### config.mk
export PLATFORM = sky130hd
export DESIGN_NAME = pic_controller
export DESIGN_NICKNAME = d
export VERILOG_FILES = /design/src/common/pic_pkg.sv /design/src/logic/pic_prio_enc.sv /design/src/logic/pic_controller.sv
export VERILOG_INCLUDE_DIRS = /design/src /design/src/common
export SDC_FILE = /design/constraint.sdc
export NUM_CORES = 1
export LEC_CHECK = 0
export ABC_AREA = 1
export BUFFER_PORTS_ARGS = -buffer_cell sky130_fd_sc_hd__buf_2
export CORE_AREA = 2 2 163 101
export CTS_CLUSTER_SIZE = 14
export DETAILED_ROUTE_END_ITERATION = 7
export DIE_AREA = 0 0 165 103
export GPL_TIMING_DRIVEN = 0
export HOLD_SLACK_MARGIN = 0.12
export MAX_ROUTING_LAYER = met4
export PLACE_DENSITY = 0.77
export SYNTH_ARGS = -nofsm -noshare
export SYNTH_HDL_FRONTEND = slang
export SYNTH_SLANG_ARGS = --single-unit
### constraint.sdc
create_clock -name clk -period 3.64 [get_ports clk]
set_input_delay 0 -clock clk [delete_from_list [all_inputs] [get_ports clk]]
set_output_delay 0 -clock clk [all_outputs]
set_load 0.1 [all_outputs]
### src/common/pic_defs.svh
// register offsets, field positions and timing counts of the interrupt controller
`ifndef PIC_DEFS_SVH
`define PIC_DEFS_SVH
`define PIC_OFF_CLR0      8'hDA
`define PIC_OFF_CLR1      8'hDB
`define PIC_OFF_CLR2      8'hDC
`define PIC_OFF_MSK3      8'hDE
`define PIC_OFF_MSK2      8'hDF
`define PIC_OFF_MSK1      8'hE0
`define PIC_OFF_MSK0      8'hE1
`define PIC_OFF_VC        8'hE2
`define PIC_OFF_CPUCTL    8'hE4
`define PIC_OFF_PCSTAT    8'hE5
`define PIC_SWPOST_BIT    7
`define PIC_RST_BYTE      8'h00
`define PIC_DISPATCH_CYC  5'h0D
`define PIC_LONG_JUMP_OP_CYC      5'h07
`define PIC_VEC_SHIFT     2
`define PIC_NUM_SRC       24
`endif

### src/common/pic_pkg.sv
// types shared by the interrupt controller
package pic_pkg;
  typedef enum logic [2:0] {
    PIC_IDLE  = 3'b000,
    PIC_PUSHH = 3'b001,
    PIC_PUSHL = 3'b011,
    PIC_PUSHF = 3'b010,
    PIC_WAIT  = 3'b110,
    PIC_JUMP  = 3'b111,
    PIC_RUN   = 3'b101
  } pic_state_t;

  typedef struct packed {
    logic       valid;
    logic       isWrite;
    logic [7:0] data;
  } pic_push_t;

  typedef struct packed {
    logic [7:0] addr;
    logic       read;
    logic       write;
    logic [7:0] wdata;
  } pic_bus_t;
endpackage : pic_pkg

### src/logic/pic_prio_enc.sv
// priority encoder: lowest-numbered pending source wins
`timescale 1ns/1ps
`include "pic_defs.svh"
module pic_prio_enc #(
  parameter int NSRC = 24
) (
  input  wire logic [NSRC-1:0] pendVec,  // pending requests, bit 0 = priority 1
  output logic                 anyPend,  // at least one pending
  output logic [7:0]           vector    // vector of the winner, priority*4
);
  import pic_pkg::*;
  always_comb begin
    anyPend = 1'b0;
    vector  = `PIC_RST_BYTE;
    for (int i = NSRC - 1; i >= 0; i--) begin
      if (pendVec[i]) begin
        anyPend = 1'b1;
        vector  = 8'((i + 1) << `PIC_VEC_SHIFT);
      end
    end
  end
endmodule : pic_prio_enc

### src/logic/pic_controller.sv
// prioritised interrupt controller with dispatch sequencer and avalon-mm slave
//
// Notes on behaviour
// - source event always sets its posted latch
// - latch holds until taken or cleared
// - masked-in posted sources become pending
// - highest pending taken only while enabled
// - mask never clears nor blocks posting
// - request activates on event, unmask, enable
// - finish instruction, then 13-cycle dispatch
// - push pc high, pc low, flags
// - flags cleared with the flags push
// - pc high zeroed, low gets vector
// - return restores pc and flags
// - pending requests dispatched before next instruction
// - latency is finish plus 13 plus 7
// - clear register reads return posted latches
// - enable low: zeros clear, ones ignored
// - enable high: zeros ignored, ones post
// - each mask bit gates its own source
// - priority 1 highest, vector is four times
// - vector register reads winner, write clears pending
`timescale 1ns/1ps
`include "pic_defs.svh"
module pic_controller
  import pic_pkg::*;
#(
  parameter int NSRC = `PIC_NUM_SRC
) (
  input  wire logic            clk,            // system clock, 10 MHz
  input  wire logic            sys_rst,        // async reset, active high
  input  wire logic [7:0]      avs_address,    // register byte address
  input  wire logic            avs_read,       // read strobe
  input  wire logic            avs_write,      // write strobe
  input  wire logic [31:0]     avs_writedata,  // write data, low byte used
  output logic [31:0]          avs_readdata,   // read data
  output logic                 avs_waitrequest,// stall
  input  wire logic [NSRC-1:0] srcEvent,       // one-cycle source conditions
  input  wire logic            instrDone,      // cpu finished current instruction
  input  wire logic            retiExec,       // return_from_irq_op executing
  input  wire logic [15:0]     cpuPc,          // cpu_program_counter now
  input  wire logic [7:0]      cpuFlags,       // cpu flag register now
  input  wire logic [7:0]      popPcHigh,      // popped pc_high_byte
  input  wire logic [7:0]      popPcLow,       // popped pc_low_byte
  input  wire logic [7:0]      popFlags,       // popped flag register
  output pic_push_t            stackPush,      // stack write strobe and byte
  output logic                 flagsClear,     // clear whole flag register
  output logic                 pcLoad,         // load pc
  output logic [15:0]          pcValue,        // pc value to load
  output logic                 flagsLoad,      // load flag register
  output logic [7:0]           flagsValue,     // flag value to load
  output logic                 dispatchBusy,   // dispatch holds the cpu
  output logic                 isrStart        // one pulse when isr begins
);
  import pic_pkg::*;

  // ************************************
  // state
  // ************************************
  typedef struct packed {
    logic [NSRC-1:0] posted;
    logic [NSRC-1:0] mask;
    logic            swPostEn;
    logic            global_irq_enable;
    logic            busy;
    pic_state_t      st;
    logic [4:0]      cnt;
    logic [7:0]      vec;
    logic [15:0]     savedPc;
    logic [7:0]      savedFl;
    pic_push_t       push;
    logic            fClr;
    logic            pLoad;
    logic [15:0]     pVal;
    logic            fLoad;
    logic [7:0]      fVal;
    logic            isrGo;
    logic            ack;
    logic [31:0]     rdata;
  } pic_regs_t;

  pic_regs_t cur_r;
  pic_regs_t cur_nxt;

  logic [NSRC-1:0] pending;
  logic            anyPend;
  logic [7:0]      winVec;
  logic [NSRC-1:0] takenBit;
  pic_bus_t        bus;

  assign bus.addr  = avs_address;
  assign bus.read  = avs_read;
  assign bus.write = avs_write;
  assign bus.wdata = avs_writedata[7:0];

  assign pending = cur_r.posted & cur_r.mask;

  // one-hot latch of the request being taken, bit 0 = priority 1
  assign takenBit = {{(NSRC-1){1'b0}}, 1'b1} << ((cur_r.vec >> `PIC_VEC_SHIFT) - 8'h01);

  pic_prio_enc #(.NSRC(NSRC)) u_enc (
    .pendVec (pending),
    .anyPend (anyPend),
    .vector  (winVec)
  );

  function automatic logic [1:0] clrIdx(input logic [7:0] a);
    clrIdx = 2'(a - `PIC_OFF_CLR0);
  endfunction : clrIdx

  function automatic logic [1:0] mskIdx(input logic [7:0] a);
    mskIdx = 2'(`PIC_OFF_MSK0 - a);
  endfunction : mskIdx

  // ************************************
  // next state
  // ************************************
  always_comb begin
    logic [NSRC-1:0] clrMask;
    logic [NSRC-1:0] setMask;
    logic [31:0]     rd;
    logic            req;
    int              base;
    clrMask = '0;
    setMask = '0;
    rd      = '0;
    req     = 1'b0;
    base    = 0;
    cur_nxt = cur_r;
    cur_nxt.push  = '0;
    cur_nxt.fClr  = 1'b0;
    cur_nxt.pLoad = 1'b0;
    cur_nxt.fLoad = 1'b0;
    cur_nxt.isrGo = 1'b0;
    cur_nxt.ack   = 1'b0;
    cur_nxt.global_irq_enable   = cpuFlags[0];
    // bus access: one-cycle waitrequest, answer on second edge
    if ((bus.read || bus.write) && !cur_r.ack) begin
      cur_nxt.ack = 1'b1;
      unique case (bus.addr)
        `PIC_OFF_CLR0, `PIC_OFF_CLR1, `PIC_OFF_CLR2: begin
          base = 8 * clrIdx(bus.addr);
          for (int b = 0; b < 8; b++) begin
            if (base + b < NSRC) begin
              rd[b] = cur_r.posted[base + b];
              if (bus.write && !cur_r.swPostEn && !bus.wdata[b]) begin
                clrMask[base + b] = 1'b1;
              end
              if (bus.write && cur_r.swPostEn && bus.wdata[b]) begin
                setMask[base + b] = 1'b1;
              end
            end
          end
        end
        `PIC_OFF_MSK0, `PIC_OFF_MSK1, `PIC_OFF_MSK2: begin
          base = 8 * mskIdx(bus.addr);
          for (int b = 0; b < 8; b++) begin
            if (base + b < NSRC) begin
              rd[b] = cur_r.mask[base + b];
              if (bus.write) begin
                cur_nxt.mask[base + b] = bus.wdata[b];
              end
            end
          end
        end
        `PIC_OFF_MSK3: begin
          rd[`PIC_SWPOST_BIT] = cur_r.swPostEn;
          if (bus.write) begin
            cur_nxt.swPostEn = bus.wdata[`PIC_SWPOST_BIT];
          end
        end
        `PIC_OFF_VC: begin
          rd[7:0] = anyPend ? winVec : `PIC_RST_BYTE;
          if (bus.write) begin
            clrMask = clrMask | pending;
          end
        end
        `PIC_OFF_PCSTAT: begin
          rd[2:0] = cur_r.st;
        end
        default: rd = '0;
      endcase
      cur_nxt.rdata = rd;
    end
    // taking an interrupt clears its latch
    if (cur_r.st == PIC_PUSHH) begin
      clrMask = clrMask | takenBit;
    end
    cur_nxt.posted = (cur_r.posted & ~clrMask) | setMask | srcEvent;
    // request goes active on event, unmask or enable rise while pending
    req = anyPend && cur_r.global_irq_enable;
    unique case (cur_r.st)
      PIC_IDLE, PIC_RUN: begin
        if (req && instrDone) begin
          cur_nxt.st      = PIC_PUSHH;
          cur_nxt.vec     = winVec;
          cur_nxt.savedPc = cpuPc;
          cur_nxt.savedFl = cpuFlags;
          cur_nxt.cnt     = 5'h01;
        end else if (retiExec) begin
          cur_nxt.pLoad = 1'b1;
          cur_nxt.pVal  = {popPcHigh, popPcLow};
          cur_nxt.fLoad = 1'b1;
          cur_nxt.fVal  = popFlags;
          cur_nxt.st    = PIC_IDLE;
        end
      end
      PIC_PUSHH: begin
        cur_nxt.push = '{valid: 1'b1, isWrite: 1'b1, data: cur_r.savedPc[15:8]};
        cur_nxt.st   = PIC_PUSHL;
        cur_nxt.cnt  = cur_r.cnt + 5'h01;
      end
      PIC_PUSHL: begin
        cur_nxt.push = '{valid: 1'b1, isWrite: 1'b1, data: cur_r.savedPc[7:0]};
        cur_nxt.st   = PIC_PUSHF;
        cur_nxt.cnt  = cur_r.cnt + 5'h01;
      end
      PIC_PUSHF: begin
        cur_nxt.push = '{valid: 1'b1, isWrite: 1'b1, data: cur_r.savedFl};
        cur_nxt.fClr = 1'b1;
        cur_nxt.st   = PIC_WAIT;
        cur_nxt.cnt  = cur_r.cnt + 5'h01;
      end
      PIC_WAIT: begin
        cur_nxt.cnt = cur_r.cnt + 5'h01;
        if (cur_r.cnt == `PIC_DISPATCH_CYC) begin
          cur_nxt.pLoad = 1'b1;
          cur_nxt.pVal  = {`PIC_RST_BYTE, cur_r.vec};
          cur_nxt.st    = PIC_JUMP;
          cur_nxt.cnt   = 5'h00;
        end
      end
      PIC_JUMP: begin
        cur_nxt.cnt = cur_r.cnt + 5'h01;
        if (cur_r.cnt == `PIC_LONG_JUMP_OP_CYC - 5'h01) begin
          cur_nxt.isrGo = 1'b1;
          cur_nxt.st    = PIC_RUN;
          cur_nxt.cnt   = 5'h00;
        end
      end
      default: cur_nxt.st = PIC_IDLE;
    endcase
    // busy covers the dispatch and the long jump, registered with the state
    cur_nxt.busy = (cur_nxt.st != PIC_IDLE) && (cur_nxt.st != PIC_RUN);
  end

  always_ff @(posedge clk or posedge sys_rst) begin
    if (sys_rst) begin
      cur_r <= '0;
    end else begin
      cur_r <= cur_nxt;
    end
  end

  assign avs_readdata    = cur_r.rdata;
  assign avs_waitrequest = !cur_r.ack;
  assign stackPush       = cur_r.push;
  assign flagsClear      = cur_r.fClr;
  assign pcLoad          = cur_r.pLoad;
  assign pcValue         = cur_r.pVal;
  assign flagsLoad       = cur_r.fLoad;
  assign flagsValue      = cur_r.fVal;
  assign dispatchBusy    = cur_r.busy;
  assign isrStart        = cur_r.isrGo;
endmodule : pic_controller

==> metrics.md <==
| Metric | Value |
|---|---|
| Final setup fails | 0 |
| Fmax | 314 MHz |
| Routed met3 length | 3120 um |
| Critical path's largest stage delay | 0.55 ns |
| CP Capture Type | flop |
| Starting Density | 47.6% |
| Initial antenna violation count | 1 |
| Worst path slowest cell | dlygate4sd3_1 |
| Die area | 17000 um^2 |
| Port bufs | 140 |
| Iteration-0 DRC Markers | 958 |
| Outcome | finished, final reports clean |
| Hold crit path type | in2reg |
| Yosys reg bits | 134 |
| Area of the mapped netlist | 7480 um^2 |
| WL final | approximately 27000 um |
| Clock period minus worst slack | approximately 3.2 ns |
| Clock Tree Buf Depth | 2 |
| Share of cells above drive strength 1 | roughly a quarter |
| Top cells by area, synth | dfrtp_1, nand2_1, buf_4, nor2_1, inv_1 |
| Cell Chain, Critical Path | inv_1 -> o21ai_4 -> nor2_1 -> inv_1 -> clkbuf_1 -> nor2_1 -> nor2_1 -> dlygate4sd3_1 -> nand2_1 -> dlygate4sd3_1 |
| Drt drc | 0 |
| CTS root buf | clkbuf_16 |
| Number of global-route vias before repair | 7399 |
| Total GRT Usage | 33.8% |
| Die height | 103 um |
| DR pass1 iterations | 6 |
| Clock latency on the worst-skew pair | around 0.43 ns |
| Post-synth cell types | 49 |
| Count leader, synth | nand2_1 |
| Total power | 6.67 mW |
| Arrival time worst endpoint | between 3 and 4 ns |
| Met2 WL post-DR | 11100 um |
| PwrDens | 641 nW/um^2 |
| Core area | 15700 um^2 |
| Fraction of post-synthesis cell area in the top cell type by area | 44.8% |
| RSZ-0062 raised after global routing | no |
| Sink Count | ~130 |
| Total number of vias | between 7k and 8k |
| Leakage | 5.16 nW |
| # IOs | between 150 and 200 |
| Yosys warns | 0 |
| Hold path endpoint | cur_r[103] |
| Reg2reg end | cur_r[154] |
| Skew final | 0.0126 ns |
| TritonCTS clock tree | done |
| VDD IR max | 1.06 mV |
| Worst slew pin tran | 0.811 ns |
| Post-synth top cells | nand2_1, dfrtp_1, nor2_1 |
| Nets | 1382 |
| HPWL Detailed | between 15000 and 20000 um |
| # rows | 36 |
| Global-route wire length before repair | 40900 um |
| Crit-path most repeated cell | nor2_1 |
| DR top layer | met4 |
| Number of flops mapped to enable cells by yosys | 0 |
| Worst r2r src | cur_r[32] |
| Synth Instances | 950 |
| Final core utilization | about two thirds |
| CP Max Fanout | 10 |
| Ys flop type | dfrtp_1 |
| Sequential area share after synthesis | 44.8% |
| Final cycle utilization of the critical path | 87.5% |
| Setup crit start kind | flop |
| Vias per Instance | 5.24 |
| Gr ovfl total | 0 |
| Avg Cell Area, Syn | 7.88 um^2 |
| Total CTS buffers | 17 |
| Max Slew Vio Count | 0 |
| Worst endpoint required time | 4.00 ns |
| Worst R2R Setup Slack | roughly 0.45 ns |
| Max-cap check violation count | 0 |
| Depth of the CTS H-tree | 4 |
| Largest net degree at the start of global routing | 69 |
| Clock transition at path regs | 0.06 ns |
| Area growth syn-to-layout | 39.1% |
| Reg2reg path depth | 10 |
| Die W | around 170 um |
| Final hold vios | 0 |
| Crit Path Class | reg2reg |
| Final GP Congestion | 1.01 |
| ANT nets after route | 0 |
| Slew Limit Headroom | between 40% and 50% |
| Asr flop ratio synth | 100% |
| Met1 WL | 12500 um |
| Yosys top cell by area | dfrtp_1 |
| Hold Path Origin | instrDone |
| Wire length per cell | 18.3 um |
| WHS Path Cells | 5 |
==> how the worst max path moves through the flow <==
stage | startpoint | end | slack, ns
after floorplan | sys_rst | avs_readdata[0] | 0.06
after global placement | sys_rst | cur_r[158] | -1.56
after detailed placement | cur_r[108] | cur_r[148] | 1.25
after CTS | cur_r[32] | cur_r[160] | 0.55
after global routing | cur_r[32] | cur_r[160] | 0.28
final | cur_r[32] | cur_r[154] | 0.45
==> per-layer routing <==
layer | up-vias | GRT usage (%)
li1 | 3641 | -
met5 | - | -
met2 | 404 | 47.8
met4 | 0 | 7.56
met1 | 3678 | 46.2
met3 | 42 | 12.4
==> report_power, final <==
group          internal (mW)  total [mW]  switching [mW]
Combinational          0.785        2.99            2.21
Clock                  0.921        1.69           0.769
Sequential              1.78        1.99           0.212
==> flip-flops by register name, summed over array words and instances (netlist names) <==
name	flops
avs_readdata	8
cur_r	88
dispatchBusy	1
flagsClear	1
flagsLoad	1
flagsValue	8
isrStart	1
pcLoad	1
pcValue	16
stackPush	9
==> metrics by stage <==
stage          std cells  TNS [ns]  hold slack (ns)  setup WS, ns  cell area, um^2
2_1_floorplan        973         0           0.0314        0.0572             7570
3_3_place_gp        1322   -206.26            0.159         -1.56             8530
3_5_place_dp        1323         0            0.143          1.25             8560
4_1_cts             1482         0            0.145         0.547            10400
5_1_grt             1483         0            0.175         0.278            10400
6_report            1483         0            0.152         0.454            10400
==> layout by cell type, fill, tap and decap left out, types with 7 or more instances in the layout <==
cell type and n:
nand2_2 13, nor2_2 9, o221ai_1 12, conb_1 24, a22oi_1 7, o2111ai_1 11
o21ai_0 30, nor3_1 11, buf_2 150, a22o_1 11, nand3_1 22, a21oi_1 16
nor2_1 85, dfrtp_1 134, nand2_1 306, inv_6 8, inv_1 68, dlygate4sd3_1 127
o21ai_1 28, nand4_1 15, clkbuf_16 17, o211ai_1 8, inv_2 21, buf_4 69
==> critical path, delay by kind of cell (launching register included) <==
kind | cells | cell delay, ns
AO/OA/AOI/OAI | 1 | 0.10
buffers and inverters | 5 | 1.74
AND/OR/NAND/NOR | 4 | 0.84
flip-flops | 1 | 0.41
==> cells by family after synthesis <==
| kind of cell | synth area share (%) |
|---|---|
| compound gates | 13.3 |
| xor+xnor | 0.351 |
| buf+inv | 12.9 |
| fa+ha+maj | 0.669 |
| flops | 44.8 |
| other cells | 0.0501 |
| simple gates | 27.9 |
==> area by class of cell <==
type / count / area, um^2
fill: 1329 / 5310
sequential: 134 / 3350
multi-input combinational: 661 / 3250
timing repair buffer: 268 / 2000
buffer: 87 / 623
clock buffer: 18 / 439
inverter: 91 / 349
tap: 209 / 262
clock inverter: 14 / 133
antenna: 1 / 2.50
==> timing repair <==
| action | in CTS | in global routing |
|---|---|---|
| setup endpoints to repair | 0 | 0 |
| resized for setup | 0 | 0 |
| endpoints found under the hold margin | 173 | 0 |
| hold buffers | 127 | 0 |
| buffers inserted | 0 | 0 |
No activity file was read; power rests on OpenSTA's default activity.
